[src/core/wseq_defines.svh]
// register offsets, reset values, field positions and counts of the sequence engine
`ifndef WSEQ_DEFINES_SVH
`define WSEQ_DEFINES_SVH
`define WSEQ_ADDR_REPEAT 8'h19
`define WSEQ_ADDR_OD_OFF 8'h1A
`define WSEQ_ADDR_POS_OFF 8'h1B
`define WSEQ_ADDR_NEG_OFF 8'h1C
`define WSEQ_RST_REG 8'h00
`define WSEQ_REPEAT_MSB 2
`define WSEQ_REPEAT_LSB 0
`define WSEQ_REPEAT_FOREVER 3'h7
`define WSEQ_LAST_SLOT 3'h7
`define WSEQ_SLOT_IDLE 7'h00
`endif

[src/core/wseq_pkg.sv]
// types shared by the sequence engine and its duration adjuster
package wseq_pkg;
  typedef enum logic [1:0] {ST_IDLE, ST_PLAY, ST_WAIT} seq_state_t;
  typedef enum logic [1:0] {CLS_ZERO, CLS_OVERDRIVE, CLS_POS, CLS_NEG} sample_class_t;
  typedef logic [7:0][6:0] slot_ids_t;
  typedef logic [7:0][1:0] slot_loops_t;
endpackage

[src/core/wave_if.sv]
// sample stream and offset settings between engine top and adjuster
`timescale 1ns/1ps
interface wave_if;
  import wseq_pkg::*;
  logic in_valid;
  logic signed [7:0] sample;
  logic signed [7:0] peak;
  logic [7:0] hold;
  logic open_loop;
  logic [7:0] od_off;
  logic [7:0] pos_off;
  logic [7:0] neg_off;
  logic out_valid;
  sample_class_t cls;
  logic [8:0] adj_hold;
  modport ctl (output in_valid, sample, peak, hold, open_loop, od_off, pos_off, neg_off,
               input out_valid, cls, adj_hold);
  modport adj (input in_valid, sample, peak, hold, open_loop, od_off, pos_off, neg_off,
               output out_valid, cls, adj_hold);
endinterface

[src/core/wseq_engine.sv]
// eight-slot waveform sequencer with main repeat and open-loop offsets
// Behaviour
// - whole sequence replays main-repeat-field extra times
// - pass ends at zero identifier or slot eight
// - zero plays once; one to six repeat
// - seven repeats forever until trigger or go-clear
// - overdrive portion adjusted by overdrive offset
// - peak voltage sample counts as overdrive
// - offsets apply only in open loop
// - offsets signed, counted in sample periods
// - positive sustain adjusted by signed offset
// - other positive samples are positive sustain
// - negative sustain adjusted by signed offset
// - other negative samples are negative sustain
// - each slot plays one to four times
`timescale 1ns/1ps
`include "wseq_defines.svh"
module wseq_engine (
  input wire logic clk,
  input wire logic rst_b,
  input wire logic reg_wr,
  input wire logic reg_rd,
  input wire logic [7:0] reg_addr,
  input wire logic [7:0] reg_wdata,
  output logic [7:0] reg_rdata,
  input wire logic go,
  input wire logic trig_pin,
  input wire wseq_pkg::slot_ids_t slot_id,
  input wire wseq_pkg::slot_loops_t slot_repeat_count,
  input wire logic effect_done,
  output logic [6:0] effect_id,
  output logic effect_start,
  output logic busy,
  input wire logic open_loop,
  input wire logic sample_valid,
  input wire logic signed [7:0] sample,
  input wire logic signed [7:0] sample_peak,
  input wire logic [7:0] sample_hold,
  output logic adj_valid,
  output wseq_pkg::sample_class_t adj_class,
  output logic [8:0] adj_hold
);
  import wseq_pkg::*;

  ////////////////////////////////////////////////////////////////////////////
  // registers
  logic [7:0] repeat_reg_q, repeat_reg_d;
  logic [7:0] od_q, od_d, pos_q, pos_d, neg_q, neg_d;
  logic [7:0] rdata_q, rdata_d;
  logic [2:0] sequence_repeat_count;

  always_comb begin
    repeat_reg_d = repeat_reg_q;
    od_d = od_q;
    pos_d = pos_q;
    neg_d = neg_q;
    rdata_d = rdata_q;
    if (reg_wr) begin
      case (reg_addr)
        `WSEQ_ADDR_REPEAT: repeat_reg_d = reg_wdata;
        `WSEQ_ADDR_OD_OFF: od_d = reg_wdata;
        `WSEQ_ADDR_POS_OFF: pos_d = reg_wdata;
        `WSEQ_ADDR_NEG_OFF: neg_d = reg_wdata;
        default: repeat_reg_d = repeat_reg_q;
      endcase
    end
    if (reg_rd) begin
      case (reg_addr)
        `WSEQ_ADDR_REPEAT: rdata_d = repeat_reg_q;
        `WSEQ_ADDR_OD_OFF: rdata_d = od_q;
        `WSEQ_ADDR_POS_OFF: rdata_d = pos_q;
        `WSEQ_ADDR_NEG_OFF: rdata_d = neg_q;
        default: rdata_d = 8'h00;
      endcase
    end
  end

  always_ff @(posedge clk or negedge rst_b) begin
    if (!rst_b) begin
      repeat_reg_q <= `WSEQ_RST_REG;
      od_q <= `WSEQ_RST_REG;
      pos_q <= `WSEQ_RST_REG;
      neg_q <= `WSEQ_RST_REG;
      rdata_q <= 8'h00;
    end else begin
      repeat_reg_q <= repeat_reg_d;
      od_q <= od_d;
      pos_q <= pos_d;
      neg_q <= neg_d;
      rdata_q <= rdata_d;
    end
  end

  assign sequence_repeat_count = repeat_reg_q[`WSEQ_REPEAT_MSB:`WSEQ_REPEAT_LSB];
  assign reg_rdata = rdata_q;

  ////////////////////////////////////////////////////////////////////////////
  // trigger pin synchroniser and start/stop events
  logic trig_s1_q, trig_s2_q, trig_s3_q, go_prev_q;
  logic start_req, stop_req, trig_rise;

  always_ff @(posedge clk or negedge rst_b) begin
    if (!rst_b) begin
      trig_s1_q <= 1'b0;
      trig_s2_q <= 1'b0;
      trig_s3_q <= 1'b0;
      go_prev_q <= 1'b0;
    end else begin
      trig_s1_q <= trig_pin;
      trig_s2_q <= trig_s1_q;
      trig_s3_q <= trig_s2_q;
      go_prev_q <= go;
    end
  end

  assign trig_rise = trig_s2_q && !trig_s3_q;
  assign start_req = trig_rise || (go && !go_prev_q);
  // same trigger that starts an idle engine stops a running one, but only while it waits in ST_WAIT
  assign stop_req = trig_rise || (!go && go_prev_q);

  ////////////////////////////////////////////////////////////////////////////
  // sequencer
  seq_state_t state_q, state_d;
  logic [2:0] slot_q, slot_d, pass_q, pass_d;
  logic [1:0] rep_q, rep_d;
  logic [6:0] id_q, id_d;
  logic start_q, start_d;
  logic slot_more, pass_last, pass_more;

  assign slot_more = rep_q != slot_repeat_count[slot_q];
  assign pass_last = (slot_q == `WSEQ_LAST_SLOT) ||
                     (slot_id[slot_q + 3'h1] == `WSEQ_SLOT_IDLE);
  assign pass_more = (sequence_repeat_count == `WSEQ_REPEAT_FOREVER) ||
                     (pass_q != sequence_repeat_count);

  always_comb begin
    state_d = state_q;
    slot_d = slot_q;
    pass_d = pass_q;
    rep_d = rep_q;
    id_d = id_q;
    start_d = 1'b0;
    case (state_q)
      ST_IDLE: begin
        if (start_req && slot_id[0] != `WSEQ_SLOT_IDLE) begin
          state_d = ST_WAIT;
          slot_d = 3'h0;
          pass_d = 3'h0;
          rep_d = 2'h0;
          id_d = slot_id[0];
          start_d = 1'b1;
        end
      end
      ST_PLAY: begin
        id_d = slot_id[slot_q];
        start_d = 1'b1;
        state_d = ST_WAIT;
      end
      ST_WAIT: begin
        if (stop_req) begin
          state_d = ST_IDLE;
        end else if (effect_done) begin
          if (slot_more) begin
            rep_d = rep_q + 2'h1;
            state_d = ST_PLAY;
          end else if (!pass_last) begin
            rep_d = 2'h0;
            slot_d = slot_q + 3'h1;
            state_d = ST_PLAY;
          end else if (pass_more) begin
            rep_d = 2'h0;
            slot_d = 3'h0;
            // forever mode keeps the pass count parked so it never wraps
            if (sequence_repeat_count != `WSEQ_REPEAT_FOREVER) begin
              pass_d = pass_q + 3'h1;
            end
            state_d = ST_PLAY;
          end else begin
            state_d = ST_IDLE;
          end
        end
      end
      default: state_d = ST_IDLE;
    endcase
  end

  always_ff @(posedge clk or negedge rst_b) begin
    if (!rst_b) begin
      state_q <= ST_IDLE;
      slot_q <= 3'h0;
      pass_q <= 3'h0;
      rep_q <= 2'h0;
      id_q <= 7'h00;
      start_q <= 1'b0;
    end else begin
      state_q <= state_d;
      slot_q <= slot_d;
      pass_q <= pass_d;
      rep_q <= rep_d;
      id_q <= id_d;
      start_q <= start_d;
    end
  end

  assign effect_id = id_q;
  assign effect_start = start_q;
  assign busy = state_q != ST_IDLE;

  ////////////////////////////////////////////////////////////////////////////
  // duration adjuster
  wave_if w ();
  assign w.in_valid = sample_valid;
  assign w.sample = sample;
  assign w.peak = sample_peak;
  assign w.hold = sample_hold;
  assign w.open_loop = open_loop;
  assign w.od_off = od_q;
  assign w.pos_off = pos_q;
  assign w.neg_off = neg_q;
  assign adj_valid = w.out_valid;
  assign adj_class = w.cls;
  assign adj_hold = w.adj_hold;

  wseq_adjust u_adjust (
    .clk(clk),
    .rst_b(rst_b),
    .w(w.adj)
  );
endmodule

[src/core/wseq_adjust.sv]
// classifies library samples and applies signed duration offsets
`timescale 1ns/1ps
`include "wseq_defines.svh"
module wseq_adjust (
  input wire logic clk,
  input wire logic rst_b,
  wave_if.adj w
);
  import wseq_pkg::*;
  sample_class_t cls_d, cls_q;
  logic [8:0] adj_d, adj_q;
  logic valid_d, valid_q;
  logic [7:0] off;
  logic signed [9:0] sum;

  ////////////////////////////////////////////////////////////////////////////
  always_comb begin
    valid_d = w.in_valid;
    cls_d = cls_q;
    adj_d = adj_q;
    off = 8'h00;
    if (w.sample == w.peak && w.sample > 8'sh00) begin
      cls_d = CLS_OVERDRIVE;
      off = w.od_off;
    end else if (w.sample > 8'sh00) begin
      cls_d = CLS_POS;
      off = w.pos_off;
    end else if (w.sample < 8'sh00) begin
      cls_d = CLS_NEG;
      off = w.neg_off;
    end else begin
      cls_d = CLS_ZERO;
    end
    // offset counts in sample periods, read as two's complement
    sum = $signed({2'b00, w.hold}) + $signed({{2{off[7]}}, off});
    if (!w.open_loop) begin
      adj_d = {1'b0, w.hold};
    end else if (sum[9]) begin
      adj_d = 9'h000;
    end else begin
      adj_d = sum[8:0];
    end
    if (!w.in_valid) begin
      cls_d = cls_q;
      adj_d = adj_q;
    end
  end

  always_ff @(posedge clk or negedge rst_b) begin
    if (!rst_b) begin
      cls_q <= CLS_ZERO;
      adj_q <= 9'h000;
      valid_q <= 1'b0;
    end else begin
      cls_q <= cls_d;
      adj_q <= adj_d;
      valid_q <= valid_d;
    end
  end

  assign w.cls = cls_q;
  assign w.adj_hold = adj_q;
  assign w.out_valid = valid_q;
endmodule

[config.mk]
export PLATFORM = sky130hd
export DESIGN_NAME = wseq_engine
export DESIGN_NICKNAME = d
export VERILOG_FILES = /design/src/core/wseq_pkg.sv /design/src/core/wave_if.sv /design/src/core/wseq_engine.sv /design/src/core/wseq_adjust.sv
export VERILOG_INCLUDE_DIRS = /design/src /design/src/core
export SDC_FILE = /design/constraint.sdc
export NUM_CORES = 1
export LEC_CHECK = 0
export ABC_AREA = 0
export BUFFER_PORTS_ARGS = -buffer_cell sky130_fd_sc_hd__buf_2
export CAP_MARGIN = 20
export CORE_MARGIN = 2
export CORE_UTILIZATION = 53
export CTS_BUF_LIST = sky130_fd_sc_hd__clkbuf_4
export CTS_CLUSTER_DIAMETER = 100
export DETAILED_ROUTE_END_ITERATION = 6
export PLACE_DENSITY = 0.87
export SKIP_CTS_REPAIR_TIMING = 1
export SYNTH_ARGS = -nofsm -noshare
export SYNTH_HDL_FRONTEND = slang
export SYNTH_SLANG_ARGS = --single-unit
export TNS_END_PERCENT = 20
[constraint.sdc]
create_clock -name clk -period 3.22 [get_ports clk]
set_clock_uncertainty 0.2 [all_clocks]
set_input_delay 0.966 -clock clk [delete_from_list [all_inputs] [get_ports clk]]
set_output_delay 0.966 -clock clk [all_outputs]
set_load 0.03 [all_outputs]
### Yosys cells after proc, flatten, opt, wreduce, memory -nomap -nowiden

Cells that the tools add are included.

* flip-flop bits (word level): 74
* input port bits: 121
* output and inout bits: 29
* logic and storage cells: 122

* add/subtract/negate cells: 4
* $lt $le $gt $ge: 4
* equal/unequal tests: 22
* multiplexer cells: 47
* reductions and logical operators: 27

Operators by type and width (number)
* 7-bit binary-select mux with 3-bit select: 2
* 3-bit two-way mux: 12
* 8-bit by 5-bit equality test with 1-bit output, second input constant: 4
* 8-bit case mux with 4 select lines: 1
* 2-bit two-way mux: 13
* 8-bit two-way mux: 3
* 7-bit two-way mux: 3
* 9-bit two-way mux: 2
* 2-bit inequality test, second input constant: 7
* 7-bit case mux with 2 select lines: 1
* 3-bit case mux with 2 select lines: 2
* 2-bit AND reduction: 6
* 9-bit by 8-bit adder with 10-bit output: 1
* 3-bit inequality test, second input constant: 3
* 8-bit equality test: 1
* 8-bit by 1-bit greater-than comparator with 1-bit output, second input constant: 1
* 3-bit by 4-bit less-than comparator with 1-bit output, second input constant: 2
* 8-bit by 1-bit less-than comparator with 1-bit output, second input constant: 1
* 8-bit AND reduction: 1
* 7-bit zero test: 1
* 7-bit nonzero test: 1
* 3-bit by 1-bit adder with 3-bit output, second input constant: 2
* 2-bit binary-select mux with 3-bit select: 1
* 3-bit equality test, second input constant: 2
* 17 further kinds: 31

### Depth between registers and ports, before layout

* depth in word-level cells: 10
* mapped depth: 14
* gate-level depth less buffers: 14

### By module

Synthesis repeated with hierarchy kept, for this count alone.

* cells, all modules: 470
* area, all modules: 4963.5 um^2

By module, submodules not included
* wseq_engine: times used 1, cells an instance 332, area an instance 3729.8 um^2, seq. area each 1551.5 um^2
* wseq_adjust: times used 1, cells an instance 138, area an instance 1233.7 um^2, seq. area each 300.3 um^2

### Worst setup path before layout

No wires, ideal clock.

* path kind: input to register
* from: in sample[4]
* to: reg u_adjust.adj_q[0] (netlist: u_adjust.w.adj_hold[0])
* setup time: 0.082 ns
* arrival: 3.920 ns
* required time: 2.938 ns
* slack: -0.982 ns
* stages: 13
* buffers on the path: 0
* cells stage by stage: xor2_1 -> nor4_1 -> nand2_2 -> mux2i_1 -> o21ai_0 -> ha_1 -> a211oi_1 -> o21ai_0 -> a21o_1 -> a21oi_1 -> o21bai_1 -> or3_1 -> a31oi_1

* cells in the longest elaborated chain, start to end: 7
* elaborated cells on any way between the ends: 10
* classes of those cells: 1 x add/sub; 2 x order compare; 1 x eq/ne; 5 x mux; 1 x reduce/logical

Ends and longest elaborated chain
* start, declared: RTL line wseq_engine.sv:36 `input wire logic signed [7:0] sample,`
* 8-bit by 1-bit less-than comparator with 1-bit output: RTL line wseq_adjust.sv:28 `end else if (w.sample < 8'sh00) begin`
* 8-bit two-way mux: RTL line wseq_adjust.sv:28
* 8-bit two-way mux: RTL line wseq_adjust.sv:25 `end else if (w.sample > 8'sh00) begin`
* 8-bit two-way mux *: RTL line wseq_adjust.sv:22 `if (w.sample == w.peak && w.sample > 8'sh00) begin`
* 9-bit by 8-bit adder with 10-bit output *: RTL line wseq_adjust.sv:35 `sum = $signed({2'b00, w.hold}) + $signed({{2{off[7]}}, off});`
* 9-bit two-way mux *: RTL line wseq_adjust.sv:38 `end else if (sum[9]) begin`
* 9-bit two-way mux *: RTL line wseq_adjust.sv:36 `if (!w.open_loop) begin`
* end signal, assigned: RTL line wseq_adjust.sv:56 `adj_q <= adj_d;`
* end, declared: RTL line wseq_adjust.sv:11 `logic [8:0] adj_d, adj_q;`

Every way passes the cells marked *; elsewhere a longest branch is shown, timed or not.
A chain may end at the register's enable or synchronous reset.

### Worst setup path in the final report

* from: in sample_peak[0]
* to: reg u_adjust.adj_q[1] (netlist: u_adjust.w.adj_hold[1])

* cells in the longest elaborated chain, start to end: 6

Ends and longest elaborated chain
* start, declared: RTL line wseq_engine.sv:37 `input wire logic signed [7:0] sample_peak,`
* 8-bit equality test: RTL line wseq_adjust.sv:22
* 1-bit logical AND: RTL line wseq_adjust.sv:22
* 8-bit two-way mux: RTL line wseq_adjust.sv:22
* 9-bit by 8-bit adder with 10-bit output: RTL line wseq_adjust.sv:35
* 9-bit two-way mux: RTL line wseq_adjust.sv:38
* 9-bit two-way mux: RTL line wseq_adjust.sv:36

Every way passes these cells.

==> results_dict.tcl <==
set metrics [dict create \
    status "finished with violations" \
    violations "negative setup slack" \
    max_freq_mhz 255 \
    cts.sinks 74 \
    irDropWorstVdd_mv 0.235 \
    antenna_found_initial 0 \
    via_per_inst 6.07 \
    hold_slack_ps 180 \
    power.density_mw_per_mm2 435 \
    crit_fanout 6 \
    r2r_slack_ps 290 \
    io_pins 150 \
    critPathLaunch "sample_peak[0]" \
    portBuffers 149 \
    synth_nets 568 \
    place_hpwl_um 10000 \
    synth_edf_count 0 \
    finalCriticalPeriod_ps 3920 \
    dr.pass1.iters 5 \
    async_reset_ff_share_pct 100 \
    seq_area_frac_synth_pct 39.5 \
    num_vias 4454 \
    worstMarginPinSlew_ps 700 \
    globalplace.congestion 0.914 \
    slew_headroom_pct 53.4 \
    worstSetupStartpointType "input pin" \
    cts_tree "done" \
    die-area_mm2 0.00962 \
    layout.cells.non_filler 734 \
    antennaDiodeCount 0 \
    syn-instance-count 434 \
    p_leak_nw 2.90 \
    syn_area_mm2 0.00469 \
    initial_utilization_pct 54.3 \
    cts.clk_slew.worst_paths_ps 120 \
    clk_latency_ps 430 \
    min_path_type "reg -> reg" \
    die_width_um 98.1 \
    synth.distinct_cells 53 \
    cp-endpoint "u_adjust.w.adj_hold[1]$_DFFE_PN0P_" \
    drt_iter0_markers 229 \
    r2r-end "u_adjust.w.adj_hold[1]$_DFFE_PN0P_" \
    drive_gt1_share_pct 45.8 \
    ys_seq_elements 74 \
    numCtsBuffers 9 \
    period_share_pct 122 \
    nets 755 \
    area_growth_pct 31.3 \
    core.rowCount 34 \
    worstHoldStart "trig_s2_q$_DFF_PN0_" \
    drv_slew 0 \
    wire_per_inst_um 18.4 \
    dp_cells 713 \
    synth_ff_type "dfrtp_1" \
    worst_slack_ps -698 \
    rsz0062_at_grt "yes" \
    grt_max_degree 53 \
    grt_usage_pct 27.5 \
    clockBufferDepth 2 \
    postRouteAntennaNets 0 \
    end_kind "register" \
    reg2reg_from "pos_q[1]$_DFFE_PN0P_" \
    fin_setup_tns_ps -4800 \
    syn_avg_cell_area_um2 10.8 \
    cts_root_buf "clkbuf_4" \
    cts_htree_levels 3 \
    critPathKind "in -> reg" \
    hold_violations 0 \
    pre_cts_ws_ps -997 \
    worstPathCellList "buf_2, xor2_2, nor4_4, nand2_2, mux2i_1, o21ai_1, ha_1, a211oi_4, o21ai_2, a21o_1, a21oi_4, o21bai_4, or3_1, a31oi_1" \
    crit_path_max_incr_delay_ps 370 \
    critical_path_arrival_ps 4050 \
    drcViolationCount 0 \
    reg2regPathDepth 10 \
    fp.dieH_um 98.1 \
    grt_pass1_wl_um 21100 \
    yosys_warnings 0 \
    coreArea_mm2 0.00864 \
    wl_um 13500 \
    critPathRequiredTime_ps 3350 \
    cap_violations 0 \
    finalSetupViolations 9 \
    cp_slowest_cell "or3_1" \
    grt.overflow.total 0 \
    grt_pass1_vias 4528 \
]
worst min-delay path by stage:
stage	end	cells past startpoint
after global placement	trig_s3_q$_DFF_PN0_	0
final	trig_s3_q$_DFF_PN0_	0
after floorplan	trig_s2_q$_DFF_PN0_	0
after global routing	trig_s2_q$_DFF_PN0_	0
after CTS	trig_s3_q$_DFF_PN0_	0
after detailed placement	trig_s3_q$_DFF_PN0_	0
power by group:
group | total (mW) | switching, mW | internal (mW)
registers | 1.12 | 0.0909 | 1.03
logic | 0.950 | 0.523 | 0.427
clock network | 0.607 | 0.364 | 0.243
total | 2.68 | 0.978 | 1.70
critical path, delay by kind of cell:
family                     cells  cell delay, ps
and+or+nand+nor                3             880
buffers and inverters          1             120
AOI/OAI and AO/OA              7            1430
xor gates and xnor gates       1             180
muxes                          1             160
adders and majority gates      1             320
area by class of cell:
cell class / count / area, µm²
Clock buffer: 9 / 67.6
Clock inverter: 7 / 78.8
Fill cell: 648 / 2480
Inverter: 18 / 67.6
Multi-Input combinational cell: 327 / 2850
Sequential cell: 74 / 1850
Tap cell: 108 / 135
Timing Repair Buffer: 191 / 1110
cell families after synthesis:
group,after synthesis,share of synthesized area (%)
AO/OA/AOI/OAI,99,14.4
XOR/XNOR,17,3.17
adder cells (fa/ha/maj),13,3.63
buffers and inverters,33,2.83
flip-flops,74,39.5
multiplexers,78,22.6
AND/OR/NAND/NOR,120,14.0
Yosys cell counts (7+ instances only):
| library cell | n | share of area (%) |
|---|---|---|
| nor3_1 | 13 | 1.4 |
| xor2_1 | 12 | 2.2 |
| mux2i_1 | 21 | 4.5 |
| o22ai_1 | 9 | 1.2 |
| dfrtp_1 | 74 | 39 |
| clkbuf_1 | 8 | 0.64 |
| nor2b_1 | 12 | 1.6 |
| o21ai_0 | 14 | 1.5 |
| nand2_1 | 30 | 2.4 |
| mux4_2 | 18 | 8.6 |
| ha_1 | 12 | 3.2 |
| mux2_2 | 38 | 9.1 |
| o22a_1 | 7 | 1.3 |
| a21oi_1 | 19 | 2.0 |
| a31oi_1 | 11 | 1.5 |
| inv_1 | 18 | 1.4 |
| nor2_1 | 17 | 1.4 |
| o31ai_1 | 8 | 1.3 |
| nor4_1 | 13 | 1.7 |
placed cells by master (no fill, tap or decap), types with 3 or more instances in the layout:
cell type and n:
a21o_1 4, a21oi_1 17, nand2_1 30, o21ai_0 10, nand3_1 6, a22o_1 3
buf_4 41, o22ai_1 9, o31ai_2 4, inv_1 18, o21ai_1 5, nor4_1 11
nand2b_1 5, buf_2 144, and2_1 3, nor2b_1 12, dfrtp_1 74, a21boi_0 3
nor3_1 13, a222oi_1 6, mux4_2 18, nand4_1 4, xor2_2 3, xor2_1 7
ha_1 11, a31oi_1 11, xnor2_1 5, nor2_1 17, mux2i_1 21, o22a_1 7
buf_6 4, o31ai_1 5, mux2_2 38, nor4b_1 6, clkbuf_4 9
flip-flops by register name, summed over array words and instances (netlist names):
| name | flops |
|---|---|
| u_adjust.w.adj_hold | 9 |
| neg_q | 8 |
| od_q | 8 |
| pos_q | 8 |
| reg_rdata | 8 |
| repeat_reg_q | 8 |
| effect_id | 7 |
| pass_q | 3 |
| slot_q | 3 |
| rep_q | 2 |
| state_q | 2 |
| u_adjust.w.cls | 2 |
| effect_start | 1 |
| go_prev_q | 1 |
| trig_s1_q | 1 |
| trig_s2_q | 1 |
| trig_s3_q | 1 |
| u_adjust.w.out_valid | 1 |
per-stage QoR:
stage                     power [mW]  area (µm²)  util [%]
after floorplan                 1.71        4720         -
after global placement          2.01        5830      67.5
after detailed placement        2.05        5830      67.5
after CTS                       2.65        5970      69.2
after global routing            2.81        6160      71.3
final                           2.68        6160      71.3
routing by layer:
metal	up-vias	global-route usage, %	routed length (µm)
li1	2038	-	-
met1	2156	29.7	4830
met2	215	49.6	7220
met3	45	5.15	901
met4	0	16.9	536
met5	-	0	0
Note: power is estimated with default switching activity, not from simulation.
